`config.mk`:
```
export PLATFORM = sky130hd
export DESIGN_NAME = cdhp_host_port
export DESIGN_NICKNAME = d
export VERILOG_FILES = /design/src/cdhp_pkg.sv /design/src/cdhp_sync.sv /design/src/cdhp_host_port.sv
export VERILOG_INCLUDE_DIRS = /design/src
export SDC_FILE = /design/constraint.sdc
export NUM_CORES = 1
export LEC_CHECK = 0
export ABC_AREA = 1
export BUFFER_PORTS_ARGS = -buffer_cell sky130_fd_sc_hd__buf_2
export CAP_MARGIN = 20
export CORE_MARGIN = 1
export CORE_UTILIZATION = 50
export CTS_BUF_LIST = sky130_fd_sc_hd__clkbuf_4 sky130_fd_sc_hd__clkbuf_8 sky130_fd_sc_hd__clkbuf_16
export DETAILED_ROUTE_END_ITERATION = 16
export GPL_TIMING_DRIVEN = 1
export PLACE_DENSITY = 0.79
export RECOVER_POWER = 50
export SETUP_SLACK_MARGIN = 0.2
export SYNTH_ARGS = -nofsm -noshare
export SYNTH_HDL_FRONTEND = slang
export SYNTH_HIERARCHICAL = 1
export SYNTH_SLANG_ARGS = --single-unit
```
`constraint.sdc`:
```
create_clock -name clk_i -period 2.9 [get_ports clk_i]
set_input_delay 0.58 -clock clk_i [delete_from_list [all_inputs] [get_ports clk_i]]
set_output_delay 0.58 -clock clk_i [all_outputs]
set_load 0.02 [all_outputs]
```
`src/cdhp_cfg.svh`:
```
// Constants for the multi-mode CD-ROM host port
// Assumes inclusion by the host port package and modules only
`ifndef CDHP_CFG_SVH
`define CDHP_CFG_SVH

// ----------------------------------------------------------------------------
// Mode encodings
// ----------------------------------------------------------------------------
`define CDHP_MODE_PKT    2'h0
`define CDHP_MODE_STROBE 2'h1
`define CDHP_MODE_LATCH  2'h2

// ----------------------------------------------------------------------------
// Task-file register addresses {cs2, cs1_n, a2, a1, a0}
// ----------------------------------------------------------------------------
`define CDHP_TF_DATA     5'h10
`define CDHP_TF_STATCMD  5'h17
`define CDHP_TF_ALTSTAT  5'h0E

// ----------------------------------------------------------------------------
// Timing
// ----------------------------------------------------------------------------
`define CDHP_CLK_MHZ     125
`define CDHP_IORDY_NS    40
`define CDHP_IORDY_CYC   ((`CDHP_IORDY_NS * `CDHP_CLK_MHZ + 999) / 1000)

`endif

```
`src/cdhp_pkg.sv`:
```
// Types for the multi-mode CD-ROM host port
// Assumes cdhp_cfg.svh sits in the same folder
`include "cdhp_cfg.svh"
package cdhp_pkg;
  typedef enum logic [1:0]
  {
    CDHP_ST_IDLE  = 2'b00,
    CDHP_ST_WAIT  = 2'b01,
    CDHP_ST_HOLD  = 2'b10
  } cdhp_state_t;
endpackage

```
`src/cdhp_sync.sv`:
```
// Two flip-flop synchroniser bank for host pins
// Assumes one clock domain, asynchronous active-high reset
`timescale 1ns/1ps
module cdhp_sync #(
  parameter int          W   = 1,
  parameter logic [W-1:0] RST = '0
)(
  input  wire logic         clk_i,
  input  wire logic         rst_i,
  input  wire logic [W-1:0] d_i,
  output logic      [W-1:0] q_o
);
  logic [W-1:0] meta;
  logic [W-1:0] next_meta;
  logic [W-1:0] next_q;

  always_comb
  begin
    next_meta = d_i;
    next_q    = meta;
  end

  always_ff @(posedge clk_i or posedge rst_i)
  begin
    if (rst_i)
    begin
      meta <= RST;
      q_o  <= RST;
    end
    else
    begin
      meta <= next_meta;
      q_o  <= next_q;
    end
  end
endmodule

```
`src/cdhp_host_port.sv`:
```
// Multi-mode CD-ROM host port: packet, strobe-status and latched-byte modes
// Assumes host pins are asynchronous; internal side is on clk_i
// Functional notes
// - Three software-selected modes change pin functions
// - Shared enable pin: port enable or chip select
// - Packet mode: ready pulled low to stretch
// - Strobe mode: wait or DMA request by select
// - Latch mode: first-byte latch pulse, pseudo-16 only
// - Packet/latch mode: sub-CPU reset on host command
// - Strobe mode: status-available output low
// - DMA request per word or at start
// - Strobe mode: data-available output low
// - Packet mode: host interrupt set/clear rules
// - Strobe mode: end-of-process on last byte
// - Latch mode: first-byte-cycle high during first byte
// - Compatibility modes use low data byte only
// - Address zero: register bit or command/data
// - Address two: register bit or door switch
// - Second select: chip select or PIO/DMA choice
// - 16-bit indicator on data port, not DMA
// - Active-low sub-CPU interrupt when pending
// - Reset clears all host port state
`timescale 1ns/1ps
`include "cdhp_cfg.svh"
module cdhp_host_port
  import cdhp_pkg::*;
(
  input  wire logic        clk_i,
  input  wire logic        rst_i,
  input  wire logic [1:0]  mode_i,
  input  wire logic        pseudo16_i,
  input  wire logic        multiword_i,
  input  wire logic        host_port_enable_n_i,
  input  wire logic        cs2_sel_i,
  input  wire logic        host_write_strobe_n_i,
  input  wire logic        host_read_strobe_n_i,
  input  wire logic        dmack_n_i,
  input  wire logic        addr0_i,
  input  wire logic        addr1_i,
  input  wire logic        addr2_i,
  input  wire logic [15:0] host_data_bus_i,
  output logic      [15:0] host_data_bus_o,
  output logic      [15:0] host_data_bus_oe_o,
  input  wire logic        dev_ready_i,
  input  wire logic        dev_last_i,
  input  wire logic        status_ready_i,
  input  wire logic        host_irq_trigger_reg_wr_i,
  input  wire logic        subcpu_irq_pending_i,
  input  wire logic [15:0] rd_data_i,
  output logic             pin46_o,
  output logic             pin46_oe_o,
  output logic             pin47_o,
  output logic             pin48_o,
  output logic             pin48_oe_o,
  output logic             pin49_o,
  output logic             pin49_oe_o,
  output logic             iocs16_o,
  output logic             iocs16_oe_o,
  output logic             subcpu_int_n_o,
  output logic             door_status_reg_o,
  output logic             wr_stb_o,
  output logic             rd_stb_o,
  output logic [15:0]      wr_data_o,
  output logic [4:0]       reg_addr_o,
  output logic             is_dma_o,
  output logic             is_cmd_o
);
  // --------------------------------------------------------------------------
  // Pin synchronisers
  // --------------------------------------------------------------------------
  logic [7:0] pins_s;
  cdhp_sync #(.W(8), .RST(8'hF8)) u_sync
  (
    .clk_i (clk_i),
    .rst_i (rst_i),
    .d_i   ({host_write_strobe_n_i, host_read_strobe_n_i, dmack_n_i,
             host_port_enable_n_i, cs2_sel_i, addr2_i, addr1_i, addr0_i}),
    .q_o   (pins_s)
  );
  logic wr_n, rd_n, ack_n, cs1_n, cs2, a2, a1, a0;
  assign {wr_n, rd_n, ack_n, cs1_n, cs2, a2, a1, a0} = pins_s;

  logic pkt, stb, lat;
  assign pkt = (mode_i == `CDHP_MODE_PKT);
  assign stb = (mode_i == `CDHP_MODE_STROBE);
  assign lat = (mode_i == `CDHP_MODE_LATCH);

  // --------------------------------------------------------------------------
  // Access decode
  // --------------------------------------------------------------------------
  logic [4:0] tf_addr;
  logic       sel, dma_acc, data_port;
  assign tf_addr   = {cs2, cs1_n, a2, a1, a0};
  assign dma_acc   = pkt ? (!ack_n) : stb ? (!cs2 && !cs1_n) : (!cs2 && !ack_n);
  assign sel       = pkt ? (cs1_n ^ cs2) : !cs1_n;
  assign data_port = pkt && (tf_addr == `CDHP_TF_DATA);

  // --------------------------------------------------------------------------
  // Strobe edge and access state
  // --------------------------------------------------------------------------
  cdhp_state_t state, next_state;
  logic        wr_d, rd_d, next_wr_d, next_rd_d;
  logic [7:0]  cnt, next_cnt;
  logic        irq, next_irq;
  logic        srst, next_srst;
  logic        fbc, next_fbc;
  logic        fbl, next_fbl;
  logic        eop, next_eop;
  logic        drq, next_drq;
  logic        wstb, rstb, next_wstb, next_rstb;
  logic [15:0] wdat, next_wdat;
  logic        go_wr, go_rd, acc;

  assign go_wr = wr_d && !wr_n;
  assign go_rd = rd_d && !rd_n;
  assign acc   = (sel || dma_acc) && (go_wr || go_rd);

  always_comb
  begin
    next_wr_d  = wr_n;
    next_rd_d  = rd_n;
    next_state = state;
    next_cnt   = cnt;
    next_wstb  = 1'b0;
    next_rstb  = 1'b0;
    next_wdat  = wdat;
    next_irq   = irq;
    next_srst  = 1'b0;
    next_fbc   = fbc;
    next_fbl   = 1'b0;
    next_eop   = eop;
    next_drq   = drq;
    case (state)
      CDHP_ST_IDLE:
      begin
        if (acc)
        begin
          next_wstb = go_wr;
          next_rstb = go_rd;
          next_wdat = (pkt && (data_port || dma_acc)) ? host_data_bus_i
                      : {8'h00, host_data_bus_i[7:0]};
          next_cnt  = 8'(`CDHP_IORDY_CYC);
          next_state = dev_ready_i ? CDHP_ST_HOLD : CDHP_ST_WAIT;
        end
      end
      CDHP_ST_WAIT:
      begin
        if (dev_ready_i && cnt <= 8'h01)
          next_state = CDHP_ST_HOLD;
        else if (cnt != 8'h00)
          next_cnt = cnt - 8'h01;
      end
      CDHP_ST_HOLD:
      begin
        if (wr_n && rd_n)
          next_state = CDHP_ST_IDLE;
      end
      default:
        next_state = CDHP_ST_IDLE;
    endcase
    // Host interrupt: set wins over clear
    if (pkt && acc && ((go_rd && tf_addr == `CDHP_TF_STATCMD) ||
                       (go_wr && tf_addr == `CDHP_TF_STATCMD)))
      next_irq = 1'b0;
    if (pkt && host_irq_trigger_reg_wr_i)
      next_irq = 1'b1;
    if (!pkt)
      next_irq = 1'b0;
    // Sub-CPU reset from host command (device control write)
    if ((pkt || lat) && acc && go_wr && !dma_acc &&
        (pkt ? (tf_addr == `CDHP_TF_ALTSTAT && host_data_bus_i[2]) : (a0 && host_data_bus_i[7:0] == 8'h00)))
      next_srst = 1'b1;
    // DMA request
    if (!stb && dev_ready_i && !dma_acc && (pkt || !cs2))
      next_drq = 1'b1;
    if (dma_acc && acc && (lat || !multiword_i || dev_last_i))
      next_drq = 1'b0;
    if (stb)
      next_drq = !cs2 && dev_ready_i;
    // Latched-byte first-byte cycle
    if (lat && pseudo16_i && dma_acc && go_rd && !fbc)
      next_fbc = 1'b1;
    else if (lat && fbc && dma_acc && go_rd)
    begin
      next_fbc = 1'b0;
      next_fbl = 1'b1;
    end
    if (!(lat && pseudo16_i))
      next_fbc = 1'b0;
    // End of process
    if (stb && acc && dev_last_i)
      next_eop = 1'b1;
    else if (!stb || (state == CDHP_ST_IDLE && !acc && wr_n && rd_n))
      next_eop = 1'b0;
  end

  always_ff @(posedge clk_i or posedge rst_i)
  begin
    if (rst_i)
    begin
      state <= CDHP_ST_IDLE;
      wr_d  <= 1'b1;
      rd_d  <= 1'b1;
      cnt   <= 8'h00;
      wstb  <= 1'b0;
      rstb  <= 1'b0;
      wdat  <= 16'h0000;
      irq   <= 1'b0;
      srst  <= 1'b0;
      fbc   <= 1'b0;
      fbl   <= 1'b0;
      eop   <= 1'b0;
      drq   <= 1'b0;
    end
    else
    begin
      state <= next_state;
      wr_d  <= next_wr_d;
      rd_d  <= next_rd_d;
      cnt   <= next_cnt;
      wstb  <= next_wstb;
      rstb  <= next_rstb;
      wdat  <= next_wdat;
      irq   <= next_irq;
      srst  <= next_srst;
      fbc   <= next_fbc;
      fbl   <= next_fbl;
      eop   <= next_eop;
      drq   <= next_drq;
    end
  end

  // --------------------------------------------------------------------------
  // Pin drivers
  // --------------------------------------------------------------------------
  logic        n46, n46oe, n47, n48, n48oe, n49, n49oe, n16oe, nsint, ndoor;
  logic [15:0] nhd, nhdoe;
  logic [4:0]  nra;
  logic        ndma, ncmd;

  always_comb
  begin
    n46   = 1'b1;
    n46oe = 1'b0;
    n47   = 1'b1;
    n48   = 1'b0;
    n48oe = 1'b0;
    n49   = 1'b0;
    n49oe = 1'b0;
    case (mode_i)
      `CDHP_MODE_PKT:
      begin
        n46   = 1'b0;
        n46oe = (next_state == CDHP_ST_WAIT);
        n47   = !srst;
        n48   = next_drq;
        n48oe = 1'b1;
        n49   = next_irq;
        n49oe = 1'b1;
      end
      `CDHP_MODE_STROBE:
      begin
        n46   = cs2 ? (next_state != CDHP_ST_WAIT) : !next_drq;
        n46oe = 1'b1;
        n47   = !status_ready_i;
        n48   = !(dev_ready_i && !cs2);
        n48oe = 1'b1;
        n49   = !next_eop;
        n49oe = 1'b1;
      end
      `CDHP_MODE_LATCH:
      begin
        n46   = pseudo16_i && next_fbl;
        n46oe = 1'b1;
        n47   = !srst;
        n48   = next_drq;
        n48oe = 1'b1;
        n49   = next_fbc;
        n49oe = 1'b1;
      end
      default:
      begin
        n46oe = 1'b0;
      end
    endcase
    n16oe = pkt && data_port && !dma_acc && !cs1_n;
    nhdoe = 16'h0000;
    nhd   = 16'h0000;
    if (!rd_n && (sel || dma_acc))
    begin
      nhdoe = (pkt && (data_port || dma_acc)) ? 16'hFFFF : 16'h00FF;
      nhd   = rd_data_i & nhdoe;
    end
    nsint = !subcpu_irq_pending_i;
    ndoor = lat ? a2 : door_status_reg_o;
    nra   = pkt ? tf_addr : {3'h0, cs2, a0};
    ndma  = dma_acc;
    ncmd  = !pkt && a0;
  end

  always_ff @(posedge clk_i or posedge rst_i)
  begin
    if (rst_i)
    begin
      pin46_o            <= 1'b1;
      pin46_oe_o         <= 1'b0;
      pin47_o            <= 1'b1;
      pin48_o            <= 1'b0;
      pin48_oe_o         <= 1'b0;
      pin49_o            <= 1'b0;
      pin49_oe_o         <= 1'b0;
      iocs16_oe_o        <= 1'b0;
      subcpu_int_n_o     <= 1'b1;
      door_status_reg_o  <= 1'b0;
      host_data_bus_o    <= 16'h0000;
      host_data_bus_oe_o <= 16'h0000;
      reg_addr_o         <= 5'h00;
      is_dma_o           <= 1'b0;
      is_cmd_o           <= 1'b0;
    end
    else
    begin
      pin46_o            <= n46;
      pin46_oe_o         <= n46oe;
      pin47_o            <= n47;
      pin48_o            <= n48;
      pin48_oe_o         <= n48oe;
      pin49_o            <= n49;
      pin49_oe_o         <= n49oe;
      iocs16_oe_o        <= n16oe;
      subcpu_int_n_o     <= nsint;
      door_status_reg_o  <= ndoor;
      host_data_bus_o    <= nhd;
      host_data_bus_oe_o <= nhdoe;
      reg_addr_o         <= nra;
      is_dma_o           <= ndma;
      is_cmd_o           <= ncmd;
    end
  end

  // Open-collector pin only pulls low
  always_ff @(posedge clk_i or posedge rst_i)
  begin
    if (rst_i)
      iocs16_o <= 1'b0;
    else
      iocs16_o <= 1'b0;
  end

  assign wr_stb_o  = wstb;
  assign rd_stb_o  = rstb;
  assign wr_data_o = wdat;
endmodule

```
==> impl_metrics.tcl <==
set metrics [dict create \
    status "complete, no violations" \
    antenna_found_initial 0 \
    numCtsBuffers 9 \
    switching_share_pct 33.98 \
    nNetsFinal 526 \
    ff2ff_path_depth 9 \
    yosysWarnings 6 \
    critPathLaunchType "input port" \
    post-dp-hpwl_um 5459 \
    cp.arrival_ns 2.42 \
    worstPathRequired_ns 3.14 \
    initial_utilization_pct 51.94 \
    clock_sinks 85 \
    first_pass_iters 4 \
    yosys-top-cells-area "dfrtp_1 (49%), dfstp_2 (11%), nand2_1 (6.5%)" \
    synth_area_leader_cell "dfrtp_1" \
    max_stage_delay_ns 0.38 \
    cts_tree "built" \
    rows 30 \
    stdcell_count 568 \
    drive_above_1_share_pct 34.11 \
    p_per_area_nw_per_um2 753.6 \
    grt_start_max_net_pins 32 \
    drt_iter0_drc 101 \
    cts_hold_buf 0 \
    tns_ns 0 \
    seqPwrFrac_pct 45.7 \
    finalSetupViolCount 0 \
    dieArea_um2 7437 \
    worst_slew_pin_slew_ns 1.180 \
    path_buf_inv 4 \
    period_needed_ns 2.184 \
    synth_top_area_share_pct 49.37 \
    drc 0 \
    wire_per_inst_um 12.56 \
    ctsHtreeMaxLevel 3 \
    cts-resized-gates 0 \
    crit_type "input port to flop" \
    yosysSeqAreaShare_pct 60.47 \
    slew_violations 0 \
    dp_cells 552 \
    vias 2636 \
    layout_commonest_cell "buf_2" \
    antennaDiodeCount 0 \
    worstPathCellList "clkbuf_1 > inv_1 > ha_1 > inv_1 > nand2_1 > nand2_1 > nand3_2 > nand2_4 > nand2_2 > clkinv_2 > nand2_4 > mux2_2" \
    synth_cell_types 33 \
    cp_top_family "simple AND/OR/NAND/NOR gates" \
    clock_latency_ns 0.36 \
    slowest_stage "mux2_2" \
    port_buffers 117 \
    first_global_vias 2551 \
    place_congestion 0.8456 \
    final_cell_mix "buf_2 (109), dfrtp_1 (70), nand2_1 (61), inv_1 (54), nor2_1 (41)" \
    netlist_instances 356 \
    routed_via_density 4.641 \
    reg2reg_setup_slack_ns 1.03 \
    post-cts-setup-buffers 0 \
    clk_pin_slew_ns 0.08 \
    syn_nets 415 \
    min-delay-path-class "input port to asynchronous set/reset pin" \
    fp.dieW_um 86.24 \
    rr_endpoint "wr_data_o[2]$_DFFE_PP0P_" \
    wl_um 7134 \
    grt_first_pass_wirelength_um 11630 \
    core_area_um2 6832 \
    synth_area_um2 3548 \
    cp-end-kind "flop" \
    avgSynthCellArea_um2 9.967 \
    die_height_um 86.24 \
    finalClockSkew_ns 0.01197 \
    final-hold-violation-count 0 \
    ys_ff_latch 85 \
    cts_buffer_depth 2 \
    grt_overflow 0 \
    timing.hold.ws_ns 0.2538 \
    cap_violations 0 \
    cp.depth 12 \
    rsz0062_at_grt "false" \
    relSlewSlack_pct 21.26 \
    p_int_w 0.002143 \
    boundaryPins 119 \
    cts-root-buf "clkbuf_8" \
    synthToLayoutAreaGrowth_pct 21.40 \
    reg2reg_from "u_sync/q_o[3]$_DFF_PP1_" \
    max_freq_mhz 458.0 \
    total_leakage_power_nw 2.407 \
    grt_use_total_pct 20.97 \
    fin_crit_sh_pct 75.29 \
    power_switching_w 0.001103 \
    finalPower_w 0.003246 \
    ant_nets 0 \
    comb_power_share_pct 28.5 \
    ir_worst_vdd_v 0.0004443 \
    crit_fanout 26 \
    clkPwrFrac_pct 25.7 \
]
[layout make-up]
type                            count  area (µm²)
Clock buffer                       12       152.6
Clock inverter                      4       47.55
Fill cell                         592        2524
Inverter                           57       215.2
Multi-Input combinational cell    194        1036
Sequential cell                    85        2146
Tap cell                           96       120.1
Timing Repair Buffer              120       590.6
[state kept, by name, summed over array words and instances, names as in the netlist, 2 cells and up]
signal,count
reg_addr_o,5
cnt,8
wr_data_o,16
host_data_bus_oe_o,2
state,2
u_sync/q_o,8
host_data_bus_o,16
u_sync/meta,8
[cells by family after synthesis]
group | share of synthesized area (%)
simple gates | 18.30
other cells | 0.1057
fa+ha+maj | 2.821
flops | 60.47
xor+xnor | 1.234
buf+inv | 10.33
mux | 2.750
compound gates | 3.985
[power groups by stage]
stage                     logic, W  registers, W  clock network (W)
after floorplan           0.000551       0.00162                  0
after global placement    0.000907       0.00150                  0
after detailed placement  0.000934       0.00151                  0
after CTS                 0.000937       0.00149           0.000856
after global routing       0.00104       0.00151           0.000904
final                     0.000926       0.00148           0.000836
[layer usage]
layer | vias up | track usage (%) | part of all wire, %
met5 | - | 0 | 0
met4 | 0 | 10.30 | 2.6
met3 | 14 | 4.667 | 5.3
met2 | 91 | 35.86 | 51
met1 | 1222 | 25.14 | 41
li1 | 1309 | - | -
[worst max path at each step]
stage          slack, ns  startpoint                            to
6_report            0.72   mode_i[1]      wr_data_o[2]$_DFFE_PP0P_
5_1_grt             0.38       rst_i  host_data_bus_o[7]$_DFF_PP0_
4_1_cts             0.73   mode_i[0]      wr_data_o[2]$_DFFE_PP0P_
3_5_place_dp        0.37   mode_i[0]      wr_data_o[2]$_DFFE_PP0P_
3_3_place_gp        0.47   mode_i[0]      wr_data_o[7]$_DFFE_PP0P_
2_1_floorplan       0.59       rst_i            cnt[0]$_DFFE_PP0P_
[through the flow]
step | worst slack, ns | util, % | area (µm²)
global route | 0.3768 | 63.06 | 4308
floorplan | 0.5884 | - | 3548
global placement | 0.4672 | 60.38 | 4125
finish | 0.7165 | 63.06 | 4308
CTS | 0.7325 | 63.32 | 4325
detailed placement | 0.3750 | 60.38 | 4125
[synthesized netlist by cell type (all sizes together)]
cell type	count
nor4	3
o2111ai	1
nor2	43
clkbuf	2
dfstp	15
conb	1
clkinv	1
o211ai	1
inv	56
nand4	5
nand2	67
xnor2	2
and2	1
dfrtp	70
a21oi	4
a31o	1
mux2	8
buf	18
xor2	3
o221ai	1
nor3	6
ha	8
nand3	22
o21ai	15
a31oi	2
Power figures use the tool's default switching activity.
